--- config.mk ---
export PLATFORM = sky130hd
export DESIGN_NAME = can_acceptance_filter_match
export DESIGN_NICKNAME = d
export VERILOG_FILES = /design/src/core/can_accept_pkg.sv /design/src/core/can_acceptance_filter_match.sv
export VERILOG_INCLUDE_DIRS = /design/src /design/src/core
export SDC_FILE = /design/constraint.sdc
export NUM_CORES = 2
export LEC_CHECK = 0
export BUFFER_PORTS_ARGS = -buffer_cell sky130_fd_sc_hd__buf_4
export CELL_PAD_IN_SITES_DETAIL_PLACEMENT = 1
export CELL_PAD_IN_SITES_GLOBAL_PLACEMENT = 1
export CORE_AREA = 4 4 390 392
export CTS_BUF_LIST = sky130_fd_sc_hd__clkbuf_4 sky130_fd_sc_hd__clkbuf_8 sky130_fd_sc_hd__clkbuf_16
export CTS_CLUSTER_SIZE = 12
export DETAILED_ROUTE_END_ITERATION = 12
export DIE_AREA = 0 0 394 396
export GPL_TIMING_DRIVEN = 0
export PLACE_DENSITY_LB_ADDON = 0.12
export SYNTH_ARGS = -nofsm -noshare
export SYNTH_HDL_FRONTEND = slang
export SYNTH_SLANG_ARGS = --single-unit
--- constraint.sdc ---
create_clock -name aclk -period 4.45 [get_ports aclk]
set_input_delay 0.2225 -clock aclk [delete_from_list [all_inputs] [get_ports aclk]]
set_output_delay 0.2225 -clock aclk [all_outputs]
set_load 0.02 [all_outputs]
--- src/core/can_accept_defines.svh ---
`ifndef CAN_ACCEPT_DEFINES_SVH
`define CAN_ACCEPT_DEFINES_SVH

// Register byte addresses; filter n standard word at 8n, extended word at 8n+4
`define FLT_ID_BASE 8'h00
`define MSK_ID_BASE 8'h80
`define MSK_ID_SPAN 8'h18
`define SEL_LO_ADDR 8'hA0
`define SEL_HI_ADDR 8'hA4
`define FEN_ADDR 8'hA8
`define DEST_BASE 8'hB0
`define DEST_SPAN 8'h10
`define STAT_ADDR 8'hC0

// Identifier word layout
`define SID_MSB 15
`define SID_LSB 5
`define TYPE_BIT 3
`define EIDH_MSB 1
`define ID_WR_MASK 16'hFFEB

// Mask source codes
`define MSK_SRC_RSVD 2'b11

// Reset values
`define SEL_RST 16'h0000
`define FEN_RST 16'hFFFF
`define DEST_RST 16'h0000
`define STAT_RST 16'h0000

// Status word fields
`define STAT_SEEN_BIT 12
`define STAT_HIT_BIT 8

// Bus answers
`define RESP_OKAY 2'b00
`define RESP_SLVERR 2'b10

`endif

--- src/core/can_accept_pkg.sv ---
package can_accept_pkg;

  typedef enum logic [3:0] {
    REG_NONE   = 4'b0000,
    REG_FSID   = 4'b0001,
    REG_FEID   = 4'b0010,
    REG_MSID   = 4'b0011,
    REG_MEID   = 4'b0100,
    REG_SEL_LO = 4'b0101,
    REG_SEL_HI = 4'b0110,
    REG_FEN    = 4'b0111,
    REG_DEST   = 4'b1000,
    REG_STAT   = 4'b1001
  } reg_kind_t;

  typedef logic [15:0] reg_word_t;

endpackage

--- src/core/can_acceptance_filter_match.sv ---
// Local design decisions: the AXI4-Lite interface to the registers and the register offsets.
`timescale 1ns/10ps
`default_nettype none
`include "can_accept_defines.svh"

// Operation
// - Every filter keeps an 11-bit standard identifier in bits 15-5 and each compared bit must equal the frame's.
// - Every filter keeps an 18-bit extended identifier, top two bits in bits 1-0 of its standard word, rest in a second word.
// - With the mask type check on, the filter's bit 3 admits only extended frames at 1 and only standard frames at 0.
// - There are sixteen filters, 0 to 15, each with a standard and an extended identifier word.
// - There are three masks, 0 to 2, laid out like the filters.
// - A filter's 2-bit mask source picks mask 0, 1 or 2 for codes 00, 01, 10, and 11 is reserved.
// - The low selection word holds the source fields of filters 7 to 0, two bits each from bit 15 down.
// - The high selection word holds the source fields of filters 15 to 8 in the same way.
// - A mask standard identifier bit at 1 takes part in the compare, at 0 it is ignored.
// - A mask extended identifier bit likewise includes or excludes that bit.
// - A mask type check bit at 1 accepts only frames whose format matches the filter's extended select bit.
// - With the type check off, standard frames compare on the standard identifier, extended on both parts.
// - Bits 4 and 2 of filter and mask standard identifier words are not stored and read as zero.
// - A 16-bit enable word lets filter n accept frames only while bit n is 1.
// - Each filter has a 4-bit destination code, 1111 for the receive FIFO, else that receive buffer number.
module can_acceptance_filter_match
  import can_accept_pkg::*;
#(
  parameter int ADDR_W = 8
) (
  input wire logic aclk,
  input wire logic aresetn,
  input wire logic [ADDR_W-1:0] s_axi_awaddr,
  input wire logic s_axi_awvalid,
  output logic s_axi_awready,
  input wire logic [31:0] s_axi_wdata,
  input wire logic [3:0] s_axi_wstrb,
  input wire logic s_axi_wvalid,
  output logic s_axi_wready,
  output logic [1:0] s_axi_bresp,
  output logic s_axi_bvalid,
  input wire logic s_axi_bready,
  input wire logic [ADDR_W-1:0] s_axi_araddr,
  input wire logic s_axi_arvalid,
  output logic s_axi_arready,
  output logic [31:0] s_axi_rdata,
  output logic [1:0] s_axi_rresp,
  output logic s_axi_rvalid,
  input wire logic s_axi_rready,
  input wire logic frame_valid,
  input wire logic [10:0] frame_std_id,
  input wire logic [17:0] frame_ext_id,
  input wire logic frame_is_ext,
  output logic result_valid,
  output logic result_accept,
  output logic [3:0] result_filter,
  output logic [3:0] result_dest
);

  localparam int NUM_FILTERS = 16;
  localparam int NUM_MASKS = 3;

  function automatic reg_kind_t decode_kind(input logic [7:0] a);
    logic [7:0] wa;
    wa = {a[7:2], 2'b00};
    if (wa < `MSK_ID_BASE) begin
      decode_kind = wa[2] ? REG_FEID : REG_FSID;
    end else if (wa < (`MSK_ID_BASE + `MSK_ID_SPAN)) begin
      decode_kind = wa[2] ? REG_MEID : REG_MSID;
    end else if (wa == `SEL_LO_ADDR) begin
      decode_kind = REG_SEL_LO;
    end else if (wa == `SEL_HI_ADDR) begin
      decode_kind = REG_SEL_HI;
    end else if (wa == `FEN_ADDR) begin
      decode_kind = REG_FEN;
    end else if (wa >= `DEST_BASE && wa < (`DEST_BASE + `DEST_SPAN)) begin
      decode_kind = REG_DEST;
    end else if (wa == `STAT_ADDR) begin
      decode_kind = REG_STAT;
    end else begin
      decode_kind = REG_NONE;
    end
  endfunction

  function automatic logic [3:0] decode_index(input logic [7:0] a, input reg_kind_t k);
    case (k)
      REG_FSID, REG_FEID: decode_index = a[6:3];
      REG_MSID, REG_MEID: decode_index = {2'b00, a[4:3]};
      REG_DEST: decode_index = {2'b00, a[3:2]};
      default: decode_index = 4'h0;
    endcase
  endfunction

  // Registers are 16 bits wide, so only the two low byte lanes count
  function automatic reg_word_t merge_word(input reg_word_t old_w, input logic [31:0] new_w, input logic [3:0] strb);
    merge_word = old_w;
    if (strb[0]) begin
      merge_word[7:0] = new_w[7:0];
    end
    if (strb[1]) begin
      merge_word[15:8] = new_w[15:8];
    end
  endfunction

  // Bits 4 and 2 are also dropped on the way out, so a high-lane write never exposes them
  function automatic reg_word_t id_clean(input reg_word_t w);
    id_clean = w & `ID_WR_MASK;
  endfunction

  // Reserved source yields an empty mask, so no mask slot outside 0 to 2 is ever read
  function automatic reg_word_t mask_pick(input logic [1:0] s, input reg_word_t m0, input reg_word_t m1,
    input reg_word_t m2);
    case (s)
      2'b00: mask_pick = m0;
      2'b01: mask_pick = m1;
      2'b10: mask_pick = m2;
      default: mask_pick = 16'h0000;
    endcase
  endfunction

  // One compare serves both identifier parts; bits the mask leaves out never count
  function automatic logic bits_agree(input logic [17:0] want, input logic [17:0] got, input logic [17:0] care);
    bits_agree = ((want ^ got) & care) == 18'h0_0000;
  endfunction

  // Identifier storage; no reset, software loads it before the first frame since all filters come up enabled
  reg_word_t fsid_q [NUM_FILTERS];
  reg_word_t feid_q [NUM_FILTERS];
  reg_word_t msid_q [NUM_MASKS];
  reg_word_t meid_q [NUM_MASKS];
  reg_word_t sel_lo_q;
  reg_word_t sel_hi_q;
  reg_word_t fen_q;
  reg_word_t dest_q [4];
  reg_word_t stat_q;

  logic aw_hold_q;
  logic [7:0] awaddr_q;
  logic w_hold_q;
  logic [31:0] wdata_q;
  logic [3:0] wstrb_q;
  logic bvalid_q;
  logic [1:0] bresp_q;
  logic rvalid_q;
  logic [1:0] rresp_q;
  logic [31:0] rdata_q;

  // Write path: address and data are caught independently, either order
  wire aw_take = s_axi_awvalid && !aw_hold_q;
  wire w_take = s_axi_wvalid && !w_hold_q;
  wire wr_fire = aw_hold_q && w_hold_q && !bvalid_q;
  wire reg_kind_t wr_kind = decode_kind(awaddr_q);
  wire [3:0] wr_idx = decode_index(awaddr_q, wr_kind);
  wire wr_bad = (wr_kind == REG_NONE) || ((wr_kind == REG_MSID || wr_kind == REG_MEID) && wr_idx >= 4'd3);
  wire [15:0] wr_id_word = id_clean(wdata_q[15:0]);

  assign s_axi_awready = !aw_hold_q;
  assign s_axi_wready = !w_hold_q;
  assign s_axi_bvalid = bvalid_q;
  assign s_axi_bresp = bresp_q;

  always_ff @(posedge aclk) begin
    if (!aresetn) begin
      aw_hold_q <= 1'b0;
      awaddr_q <= 8'h00;
    end else if (aw_take) begin
      aw_hold_q <= 1'b1;
      awaddr_q <= 8'(s_axi_awaddr);
    end else if (wr_fire) begin
      aw_hold_q <= 1'b0;
    end
  end

  always_ff @(posedge aclk) begin
    if (!aresetn) begin
      w_hold_q <= 1'b0;
      wdata_q <= 32'h0000_0000;
      wstrb_q <= 4'h0;
    end else if (w_take) begin
      w_hold_q <= 1'b1;
      wdata_q <= s_axi_wdata;
      wstrb_q <= s_axi_wstrb;
    end else if (wr_fire) begin
      w_hold_q <= 1'b0;
    end
  end

  // A new address may be caught while this answer waits; it only fires once bready has cleared it
  always_ff @(posedge aclk) begin
    if (!aresetn) begin
      bvalid_q <= 1'b0;
      bresp_q <= `RESP_OKAY;
    end else if (wr_fire) begin
      bvalid_q <= 1'b1;
      bresp_q <= wr_bad ? `RESP_SLVERR : `RESP_OKAY;
    end else if (s_axi_bready) begin
      bvalid_q <= 1'b0;
    end
  end

  // Bits 4 and 2 of standard words are never stored, so they read back as zero
  always_ff @(posedge aclk) begin
    if (wr_fire && wr_kind == REG_FSID) begin
      fsid_q[wr_idx] <= merge_word(fsid_q[wr_idx], {16'h0000, wr_id_word}, wstrb_q);
    end
    if (wr_fire && wr_kind == REG_FEID) begin
      feid_q[wr_idx] <= merge_word(feid_q[wr_idx], wdata_q, wstrb_q);
    end
    if (wr_fire && wr_kind == REG_MSID && !wr_bad) begin
      msid_q[wr_idx[1:0]] <= merge_word(msid_q[wr_idx[1:0]], {16'h0000, wr_id_word}, wstrb_q);
    end
    if (wr_fire && wr_kind == REG_MEID && !wr_bad) begin
      meid_q[wr_idx[1:0]] <= merge_word(meid_q[wr_idx[1:0]], wdata_q, wstrb_q);
    end
  end

  always_ff @(posedge aclk) begin
    if (!aresetn) begin
      sel_lo_q <= `SEL_RST;
      sel_hi_q <= `SEL_RST;
      // All filters come up enabled, so identifiers must be loaded before the first frame
      fen_q <= `FEN_RST;
      for (int i = 0; i < 4; i++) begin
        dest_q[i] <= `DEST_RST;
      end
    end else if (wr_fire) begin
      if (wr_kind == REG_SEL_LO) begin
        sel_lo_q <= merge_word(sel_lo_q, wdata_q, wstrb_q);
      end
      if (wr_kind == REG_SEL_HI) begin
        sel_hi_q <= merge_word(sel_hi_q, wdata_q, wstrb_q);
      end
      if (wr_kind == REG_FEN) begin
        fen_q <= merge_word(fen_q, wdata_q, wstrb_q);
      end
      if (wr_kind == REG_DEST) begin
        dest_q[wr_idx[1:0]] <= merge_word(dest_q[wr_idx[1:0]], wdata_q, wstrb_q);
      end
    end
  end

  // Read path: one read at a time, answered on the same edge that takes the address
  wire ar_take = s_axi_arvalid && !rvalid_q;
  wire reg_kind_t rd_kind = decode_kind(8'(s_axi_araddr));
  wire [3:0] rd_idx = decode_index(8'(s_axi_araddr), rd_kind);
  wire rd_bad = (rd_kind == REG_NONE) || ((rd_kind == REG_MSID || rd_kind == REG_MEID) && rd_idx >= 4'd3);
  reg_word_t rd_word;

  always_comb begin
    case (rd_kind)
      REG_FSID: rd_word = id_clean(fsid_q[rd_idx]);
      REG_FEID: rd_word = feid_q[rd_idx];
      REG_MSID: rd_word = rd_bad ? 16'h0000 : id_clean(msid_q[rd_idx[1:0]]);
      REG_MEID: rd_word = rd_bad ? 16'h0000 : meid_q[rd_idx[1:0]];
      REG_SEL_LO: rd_word = sel_lo_q;
      REG_SEL_HI: rd_word = sel_hi_q;
      REG_FEN: rd_word = fen_q;
      REG_DEST: rd_word = dest_q[rd_idx[1:0]];
      REG_STAT: rd_word = stat_q;
      default: rd_word = 16'h0000;
    endcase
  end

  assign s_axi_arready = !rvalid_q;
  assign s_axi_rvalid = rvalid_q;
  assign s_axi_rdata = rdata_q;
  assign s_axi_rresp = rresp_q;

  always_ff @(posedge aclk) begin
    if (!aresetn) begin
      rvalid_q <= 1'b0;
      rresp_q <= `RESP_OKAY;
      rdata_q <= 32'h0000_0000;
    end else if (ar_take) begin
      rvalid_q <= 1'b1;
      rresp_q <= rd_bad ? `RESP_SLVERR : `RESP_OKAY;
      rdata_q <= {16'h0000, rd_word};
    end else if (s_axi_rready) begin
      rvalid_q <= 1'b0;
    end
  end

  // Matching: all sixteen filters compare in parallel against the frame
  wire [31:0] sel_all = {sel_hi_q, sel_lo_q};
  logic [NUM_FILTERS-1:0] hit;

  always_comb begin
    logic [1:0] src;
    logic [15:0] ms;
    logic [15:0] me;
    logic sid_ok;
    logic eid_ok;
    logic type_ok;
    src = 2'b00;
    ms = 16'h0000;
    me = 16'h0000;
    sid_ok = 1'b0;
    eid_ok = 1'b0;
    type_ok = 1'b0;
    for (int f = 0; f < NUM_FILTERS; f++) begin
      src = sel_all[2*f +: 2];
      ms = mask_pick(src, msid_q[0], msid_q[1], msid_q[2]);
      me = mask_pick(src, meid_q[0], meid_q[1], meid_q[2]);
      sid_ok = bits_agree({7'h00, fsid_q[f][`SID_MSB:`SID_LSB]}, {7'h00, frame_std_id},
        {7'h00, ms[`SID_MSB:`SID_LSB]});
      eid_ok = bits_agree({fsid_q[f][`EIDH_MSB:0], feid_q[f]}, frame_ext_id,
        {ms[`EIDH_MSB:0], me});
      // Type check compares frame format against the filter's select bit
      type_ok = !ms[`TYPE_BIT] || (fsid_q[f][`TYPE_BIT] == frame_is_ext);
      // Standard frames ignore the extended part of the compare
      hit[f] = fen_q[f] && (src != `MSK_SRC_RSVD) && type_ok && sid_ok && (eid_ok || !frame_is_ext);
    end
  end

  // Lowest numbered hit wins when several filters match
  logic [3:0] win_idx;
  always_comb begin
    win_idx = 4'h0;
    for (int f = NUM_FILTERS - 1; f >= 0; f--) begin
      if (hit[f]) begin
        win_idx = 4'(f);
      end
    end
  end

  wire any_hit = |hit;
  wire [3:0] win_dest = dest_q[win_idx[3:2]][4*win_idx[1:0] +: 4];

  // Match sees registers as they stood at the frame edge; a write landing on that edge is missed
  always_ff @(posedge aclk) begin
    if (!aresetn) begin
      result_valid <= 1'b0;
      result_accept <= 1'b0;
      result_filter <= 4'h0;
      result_dest <= 4'h0;
      stat_q <= `STAT_RST;
    end else begin
      result_valid <= frame_valid;
      if (frame_valid) begin
        result_accept <= any_hit;
        result_filter <= any_hit ? win_idx : 4'h0;
        result_dest <= any_hit ? win_dest : 4'h0;
        stat_q <= 16'({1'b1, 3'b000, any_hit, win_idx, win_dest});
      end
    end
  end

endmodule

`default_nettype wire

==> summary.txt <==
Synth
  – Post-synthesis instance area: 51700 sq um
  – #FFs+latches synth: 760
  – Fraction of registers with async set/reset: 0%
  – Synth top area share: 37.6%
  – Main combinational cell family by area after synthesis: multiplexers
  – XOR/XNOR Fraction of Synth Area: 8.16%
  – Ranking of synthesized cells by area: edfxtp_1 (38%), mux2_2 (7.3%), xnor2_1 (7.0%)
  – Cell accounting for the most synthesized area: edfxtp_1
  – Area share of fa/ha/maj cells after synthesis: 0%
  – Seq/Total Area, Yosys: 41.9%
  – Most frequent cells after synthesis: edfxtp_1 (647), a21oi_1 (455), xnor2_1 (413)
  – Synth cell types: 86
  – Yosys Warn Count: 0
  – Synth Flop Type: edfxtp_1
  – Compound-Gate Fraction of Synth Area: 13.4%
  – Top-count cell post-synth: edfxtp_1
  – Synth Area in Simple Gates: 13.5%
  – Cells after Synth: 4875
  – Mux cell area share after synthesis: 18.3%
  – Number of flops mapped to enable cells by yosys: 647
  – Syn avg cell area: 10.6 sq um

Floorplanning
  – Vert. Die Dim: 396 um
  – Die X: 394 um
  – Core Box Area: 149000 sq um
  – FP Rows: 142
  – Ports: 141
  – Starting Density: 34.7%
  – Die ar.: 156000 sq um

Cells and area
  – Fillers: 16200
  – Nets: 5484
  – Synth-to-layout area growth: 22.5%
  – Share of layout cells above drive strength 1: 28.7%
  – Post-layout util: 42.6%

STA
  – Min Hold Slack: 275 ps
  – Min cycle time layout: 4690 ps
  – Final WS setup: -239 ps
  – Measured slew at the worst slew-check pin: 1370 ps
  – Slew HR: 8.35%
  – Final setup violation count: 15
  – Fmax: 0.213 GHz
  – Worst clock skew: 46.9 ps
  – Final Cycle Share: 105%
  – Fin. max-slew vios: 0
  – Setup repair after global routing missed its margin: true
  – Hold Vio Cnt, Final: 0

Placed design
  – GP Congestion: 1.07
  – Port bufs: 66
  – HPWL Detailed: 280000 um

Clock network
  – Reg clk slew, reported paths: 60 ps
  – Worst-Skew Late Latency: 740 ps
  – Number of CTS-inserted buffers: 92
  – Max clock buf depth: 3
  – H-tree lvl count: 3
  – CTS root buf: clkbuf_16
  – TritonCTS Sinks: 760
  – CTS tree: done

Status
  – Failing checks: negative setup slack
  – Status: complete, but fails checks

Pwr
  – Maximum vdd drop: 0.340 mV
  – Clock power share: 43.0%
  – Pwr/cell area: 294 nW/um^2
  – Sw Share: 29.7%
  – Int Power: 13100 uW
  – P_leak: 0.0221 uW
  – Sequential Power Share: 42.7%
  – NetSw: 5530 uW
  – Comb pwr share: 14.2%

Route
  – DRC violation count after routing: 0
  – DR pass1 iterations: 8
  – First DRT Iteration DRCs: 8852
  – Via density: 6.79
  – Vias: 50400
  – WL final: 372000 um
  – Final ANT Viol Nets: 0
  – Wire per inst: 50.0 um

Worst setup path
  – Top cell by count, worst path: buf_12
  – Crit path required time: 5050 ps
  – Crit path cell chain: buf_12 > buf_12 > mux2_4 > a22oi_2 > nand4_1 > o31a_1 > a2111o_1 > nand4_1 > o2111ai_4 > a311oi_4 > buf_12 > mux4_2 > a22o_1 > a41oi_4 > a21oi_2
  – Critical path fanouts, max: 7
  – Critical path type: flop to flop
  – CP max stage cell: a2111o_1
  – Crit end category: flop
  – CP Launch Type: flop
  – Critical path arrival: 5290 ps
  – Crit path largest cell delay: 550 ps

GRT
  – Global route overflow: 0
  – Initial antenna violation count: 38
  – Vias in the first global route: 47700
  – Gr usage total: 46.0%
  – First-pass GRT wire length: 476000 um
  – Largest net degree at the start of global routing: 48

Run
  – Max-cap viol count: 0

Hold path
  – Hold WC Path Type: input pin to flop
==> power by group through the flow <==
stage / Clock [uW] / Combinational, uW / Sequential [uW]
2_1_floorplan: 0 / 1160 / 8050
3_3_place_gp: 0 / 2230 / 8210
3_5_place_dp: 0 / 2380 / 8100
4_1_cts: 8020 / 2490 / 7950
5_1_grt: 8280 / 2640 / 7950
6_report: 8010 / 2650 / 7950
==> area by class of cell <==
cell class              instances  area, sq um  share of cell area (%)
diodes                         15         37.5                  0.0592
clock buffers                 120         2550                    4.03
flip-flops and latches        760        21700                    34.3
inverters                      39          159                   0.251
clock inverters                52          524                   0.827
plain buffers                 461         3430                    5.42
multi-input cells            3628        28700                    45.2
well taps                    1944         2430                    3.84
repair buffers                412         3810                    6.01
==> worst max-delay path: cells and delay by family, from the launching register on <==
family,cells,cell delay (ps)
compound gates,8,2430
flops,1,430
buf+inv,3,510
mux,2,620
simple gates,2,530
==> logic make-up (layout without fill, tap and decap cells) <==
group / count (synthesis) / count (layout)
xor gates and xnor gates: 481 / 481
DFF: 760 / 760
AOI/OAI and AO/OA: 1093 / 1093
other: 1 / 46
buffers and inverters: 517 / 1084
and+or+nand+nor: 1319 / 1319
muxes: 704 / 704
==> per-layer routing <==
metal | GRT usage (%) | vias to the layer above | wire, um
met3 | 14.3 | 891 | 45300
met5 | 0 | - | 152
met1 | 61.0 | 26300 | 148000
met4 | 28.6 | 24 | 28400
li1 | - | 19200 | -
met2 | 65.2 | 3967 | 150000
==> repair_timing <==
action	in CTS	in global routing
endpoints found under the hold margin	39	0
resized for setup	591	144
setup endpoints to repair	81	17
setup buffers	241	41
pin swaps	58	41
cloned	1	0
hold buffers	34	0
==> stage by stage <==
step / total power [uW] / worst slack [ps] / TNS, ps / cell area [sq um] / std cells
after global placement: 10400 / -2870 / -89280 / 54800 / 6915
after detailed placement: 10500 / -2200 / -57160 / 55400 / 6944
after global routing: 18900 / -131 / -691 / 63300 / 7417
after floorplan: 9200 / 675 / 0 / 51800 / 4905
after CTS: 18500 / -50.2 / -109 / 62600 / 7376
final: 18600 / -239 / -1920 / 63400 / 7431
==> state kept, by name, summed over array words and instances (netlist names), 45 cells and up <==
signal and cells:
feid_q 256, fsid_q 224, dest_q 64, meid_q 58, msid_q 45
==> layout by cell type, fill, tap and decap left out, types with 22 or more instances in the layout <==
cell type      instances
edfxtp_1             647
a21oi_1              443
xnor2_1              411
buf_4                389
nand2b_1             376
mux2_2               326
nand2_1              314
mux2i_1              203
nor2_1               165
mux4_2               158
o21ai_0              129
a22oi_1              114
clkbuf_16            103
clkbuf_4              96
dfxtp_1               90
clkbuf_1              83
buf_2                 79
nand3_1               72
xor2_1                67
a211oi_1              65
nor4_1                64
nor2b_1               60
clkbuf_2              60
and2_1                54
buf_6                 54
nand4_1               49
buf_12                49
nand3b_1              35
a21boi_0              34
a31oi_1               34
dlygate4sd3_1         34
inv_1                 31
conb_1                31
a222oi_1              28
a221oi_1              27
o22ai_1               24
o211ai_1              24
nor3_1                23
and3_1                22
==> path summary, 6_finish.rpt <==
kind / slack [ps] / cells past startpoint / endpoint / from
setup / recovery: -240 / 15 / stat_q[0] / sel_lo_q[13]
hold / removal: 270 / 4 / aw_hold_q / s_axi_awvalid
setup reg to reg: -240 / 15 / stat_q[0] / sel_lo_q[13]
hold reg to reg: 470 / 2 / result_filter[0] / result_filter[0]
Power figures use the tool's default switching activity.
